$ cat src/logic/mvx_pkg.sv
/*
 * shared constants and carrier types for the move execution unit.
 * assumes a single 25 MHz core clock and no software-visible registers.
 */
package mvx_pkg;
    // operation codes presented by the decoder
    typedef enum logic [3:0] {
        MVX_OP_NONE,
        MVX_OP_HIGH_IMM,
        MVX_OP_SIGN_EXT,
        MVX_OP_ZERO_EXT,
        MVX_OP_CODE_DP,
        MVX_OP_CODE_PC,
        MVX_OP_RD_IND,
        MVX_OP_RD_DP,
        MVX_OP_WR_IND,
        MVX_OP_WR_DP
    } mvx_op_t;

    // instruction request from the decoder
    typedef struct packed {
        mvx_op_t     op;
        logic [15:0] imm;
        logic [7:0]  byte_src;
        logic [31:0] dword_src;
        logic [15:0] data_pointer;
        logic [15:0] pc;
        logic [7:0]  accumulator;
        logic [7:0]  indirect_byte_register;
    } mvx_req_t;

    // result handed back to the register file
    typedef struct packed {
        logic        acc_we;
        logic [7:0]  accumulator;
        logic        word_we;
        logic [15:0] word;
        logic        dword_we;
        logic [31:0] dword;
        logic [3:0]  length;
        logic [4:0]  states;
    } mvx_res_t;

    localparam logic [7:0] MVX_REGION_RESET = 8'h01;
    localparam int         MVX_SIGN_BIT     = 7;
    localparam logic [3:0] MVX_WAIT_ONE     = 4'h1;
    localparam logic [3:0] MVX_WAIT_TWO     = 4'h2;
    // lengths in bytes
    localparam logic [3:0] MVX_LEN_HIGH_BIN = 4'h5;
    localparam logic [3:0] MVX_LEN_HIGH_SRC = 4'h4;
    localparam logic [3:0] MVX_LEN_EXT_BIN  = 4'h3;
    localparam logic [3:0] MVX_LEN_EXT_SRC  = 4'h2;
    localparam logic [3:0] MVX_LEN_ONE      = 4'h1;
    // base state counts
    localparam logic [4:0] MVX_ST_HIGH_BIN  = 5'h03;
    localparam logic [4:0] MVX_ST_HIGH_SRC  = 5'h02;
    localparam logic [4:0] MVX_ST_EXT_BIN   = 5'h02;
    localparam logic [4:0] MVX_ST_EXT_SRC   = 5'h01;
    localparam logic [4:0] MVX_ST_CODE      = 5'h06;
    localparam logic [4:0] MVX_ST_RD_IND_B  = 5'h04;
    localparam logic [4:0] MVX_ST_RD_IND_S  = 5'h05;
    localparam logic [4:0] MVX_ST_RD_DP     = 5'h03;
    localparam logic [4:0] MVX_ST_WR        = 5'h04;
endpackage

$ cat src/logic/mvx_core.sv
/*
 * execution, cycle accounting and external bus sequencing for the
 * move instruction group.
 * assumes the decoder holds req stable while busy, and that external
 * memory answers on the multiplexed bus clocked from the core clock.
 */
`timescale 1ns/1ps

// Behaviour
// RULE1 - high-immediate writes imm into dword bits 31:16; 5B/3S binary, 4B/2S source
// RULE2 - sign extend byte into word; 3B/2S binary, 2B/1S source
// RULE3 - zero extend byte into word; 3B/2S binary, 2B/1S source
// RULE4 - code byte at data pointer plus accumulator to accumulator; 1B, 6 states
// RULE5 - code byte at pc plus accumulator to accumulator; 1B, 6 states
// RULE6 - external read via indirect byte register; 1B, 4S binary, 5S source
// RULE7 - external read via data pointer; 1B, 3 base states
// RULE8 - external write via indirect byte register; 1B, 4 states
// RULE9 - external write via data pointer; 1B, 4 base states
// RULE10 - upper address from region byte, reset to 01h
// RULE11 - code moves and data pointer write add N+1 when external
// RULE12 - data pointer read adds N+2 when external
// RULE13 - wait states stretch the read/write/code strobe, the latch strobe, or both
// RULE14 - opcode mode latched from configuration at reset release
// RULE15 - sources untouched, only destination updated
module mvx_core (
    input  wire logic             clock,
    input  wire logic             reset_n,
    input  wire logic             source_mode_cfg,
    input  wire logic [3:0]       wait_states_cfg,
    input  wire logic             stretch_strobe_cfg,
    input  wire logic             stretch_latch_cfg,
    input  wire logic             code_external,
    input  wire logic             region_we,
    input  wire logic [7:0]       region_wdata,
    input  wire logic             req_valid,
    input  wire mvx_pkg::mvx_req_t req,
    output logic                  req_ready,
    output logic                  res_valid,
    output mvx_pkg::mvx_res_t     res,
    output logic [7:0]            extended_region_byte,
    output logic [23:0]           ext_addr,
    output logic [7:0]            ext_wdata,
    output logic                  ext_data_oe,
    input  wire logic [7:0]       ext_rdata,
    output logic                  addr_latch_strobe,
    output logic                  program_store_strobe_n,
    output logic                  read_strobe_n,
    output logic                  write_strobe_n,
    output logic                  source_mode
);
    import mvx_pkg::*;

    typedef enum {MVX_IDLE, MVX_LATCH, MVX_STROBE, MVX_DONE} mvx_state_t;

    mvx_state_t  state_reg, state_next;
    logic        mode_captured_reg, mode_captured_next;
    logic        source_mode_reg, source_mode_next;
    logic [7:0]  region_reg, region_next;
    logic [4:0]  count_reg, count_next;
    logic [3:0]  wait_reg, wait_next;
    logic [23:0] addr_reg, addr_next;
    logic [7:0]  wdata_reg, wdata_next;
    logic        oe_reg, oe_next;
    logic        ale_reg, ale_next;
    logic        program_store_strobe_n_reg, program_store_strobe_n_next;
    logic        rd_n_reg, rd_n_next;
    logic        wr_n_reg, wr_n_next;
    logic        valid_reg, valid_next;
    mvx_res_t    res_reg, res_next;
    mvx_op_t     op_reg, op_next;

    // pick binary or source figure
    function automatic logic [4:0] mvx_pick(input logic src, input logic [4:0] b,
                                            input logic [4:0] s);
        return src ? s : b;
    endfunction

    // strobe and latch stretch lengths shared by all external phases
    function automatic logic [3:0] mvx_stretch(input logic en, input logic [3:0] n);
        return en ? n : 4'h0;
    endfunction

    // memory access reaches the bus only when the space is external
    function automatic logic mvx_is_ext(input mvx_op_t op, input logic code_ext);
        return (op == MVX_OP_CODE_DP || op == MVX_OP_CODE_PC) ? code_ext :
               (op == MVX_OP_RD_IND || op == MVX_OP_RD_DP ||
                op == MVX_OP_WR_IND || op == MVX_OP_WR_DP);
    endfunction

    assign req_ready              = (state_reg == MVX_IDLE) && mode_captured_reg;
    assign res_valid              = valid_reg;
    assign res                    = res_reg;
    assign extended_region_byte   = region_reg;
    assign ext_addr               = addr_reg;
    assign ext_wdata              = wdata_reg;
    assign ext_data_oe            = oe_reg;
    assign addr_latch_strobe      = ale_reg;
    assign program_store_strobe_n = program_store_strobe_n_reg;
    assign read_strobe_n          = rd_n_reg;
    assign write_strobe_n         = wr_n_reg;
    assign source_mode            = source_mode_reg;

    // next-state for sequencer, mode capture, region and bus pins
    always_comb begin
        logic       ext;
        logic [4:0] base;
        logic [4:0] extra;
        ext                = 1'b0;
        base               = 5'h00;
        extra              = 5'h00;
        state_next         = state_reg;
        mode_captured_next = 1'b1;
        source_mode_next   = mode_captured_reg ? source_mode_reg : source_mode_cfg; // RULE14
        region_next        = region_we ? region_wdata : region_reg;
        count_next         = count_reg;
        wait_next          = wait_reg;
        addr_next          = addr_reg;
        wdata_next         = wdata_reg;
        oe_next            = oe_reg;
        ale_next           = 1'b0;
        program_store_strobe_n_next        = 1'b1;
        rd_n_next          = 1'b1;
        wr_n_next          = 1'b1;
        valid_next         = 1'b0;
        res_next           = res_reg;
        op_next            = op_reg;
        case (state_reg)
            MVX_IDLE: begin
                oe_next = 1'b0;
                if (req_valid && req_ready && req.op != MVX_OP_NONE) begin
                    op_next  = req.op;
                    ext      = mvx_is_ext(req.op, code_external);
                    res_next = '0; // RULE15
                    case (req.op)
                        MVX_OP_HIGH_IMM: begin
                            res_next.dword_we = 1'b1;
                            res_next.dword    = {req.imm, req.dword_src[15:0]}; // RULE1
                            res_next.length   = source_mode_reg ? MVX_LEN_HIGH_SRC
                                                                : MVX_LEN_HIGH_BIN;
                            base = mvx_pick(source_mode_reg, MVX_ST_HIGH_BIN,
                                            MVX_ST_HIGH_SRC); // RULE1
                        end
                        MVX_OP_SIGN_EXT, MVX_OP_ZERO_EXT: begin
                            res_next.word_we = 1'b1;
                            res_next.word    = (req.op == MVX_OP_SIGN_EXT) ?
                                {{8{req.byte_src[MVX_SIGN_BIT]}}, req.byte_src} : // RULE2
                                {8'h00, req.byte_src}; // RULE3
                            res_next.length  = source_mode_reg ? MVX_LEN_EXT_SRC
                                                               : MVX_LEN_EXT_BIN;
                            base = mvx_pick(source_mode_reg, MVX_ST_EXT_BIN,
                                            MVX_ST_EXT_SRC); // RULE2 RULE3
                        end
                        MVX_OP_CODE_DP: begin
                            addr_next = {region_reg, 16'(req.data_pointer + 16'(req.accumulator))}; // RULE4
                            base      = MVX_ST_CODE; // RULE4
                            extra     = 5'(wait_states_cfg + MVX_WAIT_ONE); // RULE11
                        end
                        MVX_OP_CODE_PC: begin
                            addr_next = {region_reg, 16'(req.pc + 16'(req.accumulator))}; // RULE5
                            base      = MVX_ST_CODE; // RULE5
                            extra     = 5'(wait_states_cfg + MVX_WAIT_ONE); // RULE11
                        end
                        MVX_OP_RD_IND: begin
                            addr_next = {region_reg, 8'h00, req.indirect_byte_register}; // RULE10
                            base = mvx_pick(source_mode_reg, MVX_ST_RD_IND_B,
                                            MVX_ST_RD_IND_S); // RULE6
                        end
                        MVX_OP_RD_DP: begin
                            addr_next = {region_reg, req.data_pointer}; // RULE10
                            base      = MVX_ST_RD_DP; // RULE7
                            extra     = 5'(wait_states_cfg + MVX_WAIT_TWO); // RULE12
                        end
                        MVX_OP_WR_IND: begin
                            addr_next  = {region_reg, 8'h00, req.indirect_byte_register};
                            wdata_next = req.accumulator;
                            base       = MVX_ST_WR; // RULE8
                        end
                        MVX_OP_WR_DP: begin
                            addr_next  = {region_reg, req.data_pointer};
                            wdata_next = req.accumulator;
                            base       = MVX_ST_WR; // RULE9
                            extra      = 5'(wait_states_cfg + MVX_WAIT_ONE); // RULE11
                        end
                        default: begin
                            base = MVX_ST_EXT_SRC;
                        end
                    endcase
                    if (req.op == MVX_OP_CODE_DP || req.op == MVX_OP_CODE_PC ||
                        req.op == MVX_OP_RD_IND || req.op == MVX_OP_RD_DP ||
                        req.op == MVX_OP_WR_IND || req.op == MVX_OP_WR_DP)
                        res_next.length = MVX_LEN_ONE; // RULE4 RULE5 RULE6 RULE7 RULE8 RULE9
                    res_next.states = 5'(base + (ext ? extra : 5'h00));
                    if (ext) begin
                        state_next = MVX_LATCH;
                        ale_next   = 1'b1;
                        wait_next  = mvx_stretch(stretch_latch_cfg, wait_states_cfg); // RULE13
                    end else begin
                        if (req.op == MVX_OP_CODE_DP || req.op == MVX_OP_CODE_PC) begin
                            res_next.acc_we      = 1'b1;
                            res_next.accumulator = ext_rdata;
                        end
                        state_next = MVX_DONE;
                    end
                    count_next = 5'(res_next.states - 5'h01);
                end
            end
            MVX_LATCH: begin
                if (wait_reg != 4'h0) begin
                    ale_next  = 1'b1; // RULE13
                    wait_next = 4'(wait_reg - 4'h1);
                end else begin
                    state_next = MVX_STROBE;
                    oe_next    = (op_reg == MVX_OP_WR_IND || op_reg == MVX_OP_WR_DP);
                    wait_next  = mvx_stretch(stretch_strobe_cfg, wait_states_cfg); // RULE13
                    program_store_strobe_n_next = !(op_reg == MVX_OP_CODE_DP || op_reg == MVX_OP_CODE_PC);
                    rd_n_next   = !(op_reg == MVX_OP_RD_IND || op_reg == MVX_OP_RD_DP);
                    wr_n_next   = !oe_next;
                end
                count_next = (count_reg != 5'h00) ? 5'(count_reg - 5'h01) : count_reg;
            end
            MVX_STROBE: begin
                if (wait_reg != 4'h0) begin
                    program_store_strobe_n_next = program_store_strobe_n_reg; // RULE13
                    rd_n_next   = rd_n_reg;
                    wr_n_next   = wr_n_reg;
                    wait_next   = 4'(wait_reg - 4'h1);
                end else begin
                    if (op_reg != MVX_OP_WR_IND && op_reg != MVX_OP_WR_DP) begin
                        res_next.acc_we      = 1'b1;
                        res_next.accumulator = ext_rdata;
                    end
                    state_next = MVX_DONE;
                end
                count_next = (count_reg != 5'h00) ? 5'(count_reg - 5'h01) : count_reg;
            end
            MVX_DONE: begin
                if (count_reg != 5'h00) begin
                    count_next = 5'(count_reg - 5'h01);
                end else begin
                    oe_next    = 1'b0;
                    valid_next = 1'b1;
                    state_next = MVX_IDLE;
                end
            end
            default: begin
                state_next = MVX_IDLE;
            end
        endcase
    end

    // register all state
    always_ff @(posedge clock or negedge reset_n) begin
        if (!reset_n) begin
            state_reg         <= MVX_IDLE;
            mode_captured_reg <= 1'b0;
            source_mode_reg   <= 1'b0;
            region_reg        <= MVX_REGION_RESET; // RULE10
            count_reg         <= 5'h00;
            wait_reg          <= 4'h0;
            addr_reg          <= 24'h000000;
            wdata_reg         <= 8'h00;
            oe_reg            <= 1'b0;
            ale_reg           <= 1'b0;
            program_store_strobe_n_reg        <= 1'b1;
            rd_n_reg          <= 1'b1;
            wr_n_reg          <= 1'b1;
            valid_reg         <= 1'b0;
            res_reg           <= '0;
            op_reg            <= MVX_OP_NONE;
        end else begin
            state_reg         <= state_next;
            mode_captured_reg <= mode_captured_next;
            source_mode_reg   <= source_mode_next;
            region_reg        <= region_next;
            count_reg         <= count_next;
            wait_reg          <= wait_next;
            addr_reg          <= addr_next;
            wdata_reg         <= wdata_next;
            oe_reg            <= oe_next;
            ale_reg           <= ale_next;
            program_store_strobe_n_reg        <= program_store_strobe_n_next;
            rd_n_reg          <= rd_n_next;
            wr_n_reg          <= wr_n_next;
            valid_reg         <= valid_next;
            res_reg           <= res_next;
            op_reg            <= op_next;
        end
    end
endmodule

$ cat config.mk
export PLATFORM = sky130hd
export DESIGN_NAME = mvx_core
export DESIGN_NICKNAME = d
export VERILOG_FILES = /design/src/logic/mvx_pkg.sv /design/src/logic/mvx_core.sv
export SDC_FILE = /design/constraint.sdc
export NUM_CORES = 1
export LEC_CHECK = 0
export BUFFER_PORTS_ARGS = -buffer_cell sky130_fd_sc_hd__buf_2
export CORE_MARGIN = 8
export CORE_UTILIZATION = 49
export CTS_CLUSTER_SIZE = 24
export DETAILED_ROUTE_END_ITERATION = 10
export GPL_ROUTABILITY_DRIVEN = 0
export GPL_TIMING_DRIVEN = 0
export MAX_ROUTING_LAYER = met4
export PLACE_DENSITY = 0.78
export SYNTH_ARGS = -nofsm -noshare
export SYNTH_HDL_FRONTEND = slang
export SYNTH_SLANG_ARGS = --single-unit
$ cat constraint.sdc
create_clock -name clock -period 3.6 [get_ports clock]
set_input_delay 0.54 -clock clock [delete_from_list [all_inputs] [get_ports clock]]
set_output_delay 0.54 -clock clock [all_outputs]
set_load 0.005 [all_outputs]
* After elaboration in Yosys (flattened, before gate mapping)
Index checks and enable logic that the tools add are counted.
Storage, ports and cells: logic and storage cells 159, flip-flop bits (word level) 161, input port bits 136
Operators by class: add/sub/neg operators 8, equality and inequality tests 28, reductions and logical operators 43, muxes and demuxes 57
Operators with widths (number):
- $mux 32 | 4
- $pmux 32 s4 | 1
- $pmux 24 s4 | 1
- $mux 68 | 1
- $eq 32x2->1 const B | 2
- $logic_not 32->1 | 2
- $mux 9 | 4
- $mux 5 | 7
- $mux 33 | 1
- $add 16x8->16 | 2
- $eq 32x1->1 const B | 1
- $eq 4x3->1 const B | 8
- $mux 4 | 7
- $pmux 5 s2 | 2
- $pmux 3 s6 | 1
- $pmux 9 s2 | 1
- $mux 17 | 1
- $eq 4x4->1 const B | 4
- $mux 1 | 16
- $mux 16 | 1
- $ne 2x2->1 const B | 7
- $pmux 4 s3 | 1
- $reduce_and 3->1 | 4
- $reduce_and 4->1 | 3
- other kinds (23) | 54

* Logic depth before layout (Yosys ltp)
depth in word-level cells 11, gate-level depth with buffers 14

* Least setup slack after synthesis
No wires, ideal clock.
path type input to register, start input port req[105] (netlist name), end register addr_reg[14] (netlist: ext_addr[14]), slack 212 ps, cell stages on the path 14, arrival time 3255 ps, library setup time 133 ps, cell sequence buf_2 -> and4bb_2 -> buf_4 -> buf_2 -> mux2_2 -> ha_1 -> fa_1 -> a21o_1 -> a21oi_1 -> o31a_1 -> nor2_1 -> o21ai_0 -> xnor2_1 -> o211ai_1
On the way: word-level cells in the longest chain between the ends 4, elaborated cells between the ends (all ways) 13
RTL lines:
- start, declared | RTL line mvx_core.sv:36 | input wire mvx_pkg::mvx_req_t req,
- $eq 4x3->1 or $eq 4x4->1 (tied branches) | RTL line mvx_core.sv:134 | case (req.op)
- $reduce_or 2->1 (no line)
- $reduce_bool 4->1 (no line)
- $reduce_and 3->1 (no line)
- end signal, assigned | RTL line mvx_core.sv:277 | addr_reg <= addr_next;
- end, declared | RTL line mvx_core.sv:61 | logic [23:0] addr_reg, addr_next;
Several ways; a longest one is shown, not always the timed one. The select of a mux whose other input is x is not followed. A chain may end at the register's enable or synchronous reset.

* Worst setup path after layout
start input port req[106] (netlist name), end register addr_reg[14] (netlist: ext_addr[14])
The elaborated chain is that of the path after synthesis.

==> impl_metrics.toml <==
[routing]
wl_per_cell_um = 18.0
wirelength_um = 18900
antenna_left = 0
drtIter0Drc = 364
vias = 5718
firstDrtPassIters = 5
drc_errors = 0
post_drt_via_cell_ratio = 5.44

[power_and_ir_drop]
cellPowerDensity_mw_per_mm2 = 665
ir_worst_vdd_uv = 352
p_leak_nw = 4.34
p_total_mw = 5.56

[clock_network]
cts_htree_levels = 4
clk_pin_slew_ps = 60
cts_inserted_buffers = 17
root_buffer = "clkbuf_16"
cts_setup_buffers = 0
cts.sinks = 122
cts_tree = "done"
clock_path_buffers = 2
insertion_delay_ps = 420

[grt]
grtUsageTotal_pct = 23.4
first_global_vias = 5935
antenna_found_initial = 1
grt_overflow = 0
grt_pass1_wl_um = 29800
grt_max_degree = 88

[setup_path]
rr_startpoint = "source_mode$_DFFE_PN0N_"
r2r_slack_ps = 670
reg2regPathDepth = 11
worstSetupStartpointType = "primary input"
worstSetupPathType = "primary input to register"
crit_fanout = 17
crit_arrival_ps = 3630
crit_required_ps = 3880
r2r_end = "count_reg[4]$_DFFE_PN0P_"
end_kind = "register"

[floorplanning]
die_area_sq_mm = 0.0169
dieWidth_um = 130
initial_core_util_pct = 50.2
pin_count = 252
core_area_sq_mm = 0.0127
num_rows = 41
fp.dieH_um = 130

[timing]
timing.final.ws_setup_ps = 252
setup_violations = 0
timing.setup.tns_ps = 0
max_slew_margin_pct = 35.0
finalHoldViolations = 0
slew_viol_final = 0
max_slew.worst_pin.slew_ps = 967
rsz0062_at_grt = "false"
finClkSkew_ps = 11.5
finalCritPeriodShare_pct = 93.0
holdWs_ps = 7.89
fmax_mhz = 299
timing.final.crit_period_ps = 3350

[logic_synthesis]
seq_area_frac_synth_pct = 48.1
synth_ff_type = "dfrtp_1"
syn_nets = 775
synthTopCellsByArea = "dfrtp_1, a22o_1, mux2_2, nand2_1, ha_1"
yosysWarnings = 0
synth_area_sq_mm = 0.00636
yosysMostFrequentCell = "dfrtp_1"
yosysTopAreaCell = "dfrtp_1"
synth_cell_types = 60
synth_top_cell_area_share_pct = 46.4
synthTopCellsByCount = "dfrtp_1, nand2_1, a22o_1, o21ai_0, nor2_1"
synth-seq-cells = 122
synth_edf_count = 0
syn_inst = 615
async_flop_share_pct = 100
avgSynthCellArea_sq_um = 10.3

[final_layout]
nNetsFinal = 1025
fin_util_pct = 65.9
drive_gt1_share_pct = 37.0
fin_area_sq_mm = 0.00835
largest_reg_flops = 60
area_growth_pct = 31.3
stdcell_count = 1051

[place]
place_hpwl_um = 14300
place_area_sq_mm = 0.00777
dp_slack_ps = -348
placedCellCount = 1019
portBuffers = 231

[min_path]
hp-class = "primary input to asynchronous set/reset pin"

[run_status]
outcome = "finished, final reports clean"

[run]
drv_cap = 0
-- repair_timing --
item / CTS / global route
gates resized for setup: 0 / 1
hold buffers: 0 / 0
setup endpoints to repair: 0 / 6
-- per-layer routing --
metal / vias up / track usage, % / part of all wire [%]
met4: 0 / 9.08 / 1.8
met1: 2726 / 28.5 / 43
met5: - / - / 0
met3: 26 / 5.96 / 7.6
met2: 237 / 36.9 / 48
li1: 2729 / - / -
-- cell usage in the layout (no fill, tap or decap), types with 5 or more instances in the layout --
master / instances
a21oi_1: 30
nand3_1: 15
xor2_1: 10
mux2i_1: 21
nor2_1: 33
clkbuf_1: 19
a22o_1: 48
mux2_2: 30
buf_4: 9
nand2_1: 85
a21o_1: 11
inv_1: 8
clkbuf_16: 17
inv_6: 5
ha_1: 22
xnor2_1: 10
buf_2: 238
nand4_1: 7
o21a_1: 5
o21ai_0: 43
o211ai_1: 5
a31oi_1: 5
nor3_1: 5
nor2b_1: 5
dfrtp_1: 118
-- critical path, cell delays in order --
cell and delay, ps:
buf_2 130, buf_2 220, and4bb_2 240, buf_4 260, mux2_2 370, ha_1 220, fa_1 400, a21o_1 210
a21oi_1 290, o31a_1 300, nor2_1 90, o21ai_0 110, xnor2_1 140, o211ai_1 100
-- where the power goes --
part	internal [mW]	leakage, nW	total, mW	switching [mW]
sequential	1.77	1.58	2.03	0.252
combinational	0.822	2.47	1.84	1.01
clock	1.03	0.285	1.69	0.664
total	3.63	4.34	5.56	1.93
-- how the worst max path moves through the flow --
stage,slack [ps],to,start
after floorplan,210,ext_addr[14]$_DFFE_PN0P_,req[105]
after global placement,-300,ext_addr[14]$_DFFE_PN0P_,req[106]
after detailed placement,-350,ext_addr[14]$_DFFE_PN0P_,req[106]
after CTS,80,ext_addr[14]$_DFFE_PN0P_,req[106]
after global routing,50,ext_addr[14]$_DFFE_PN0P_,req[106]
final,250,ext_addr[14]$_DFFE_PN0P_,req[106]
-- final cells by class --
type                       count  area (sq um)
antenna                        1          2.50
inverter                       8          30.0
tap                          172           215
timing repair buffer         232          1190
fill                        1038          4320
multi-input combinational    444          3070
clock buffer                  17           425
clock inverter                15           164
sequential                   122          3060
buffer                        40           203
-- cell families (layout without fill, tap and decap cells) --
family	count (synthesis)	count (layout)	synth area share, %
simple gates	174	174	12.9
compound gates	173	173	18.8
flops	122	122	48.1
mux	51	51	8.62
buf+inv	49	312	3.72
fa+ha+maj	24	24	4.96
xor+xnor	20	20	2.75
other cells	2	3	0.118
No activity file was read; power rests on OpenSTA's default activity.
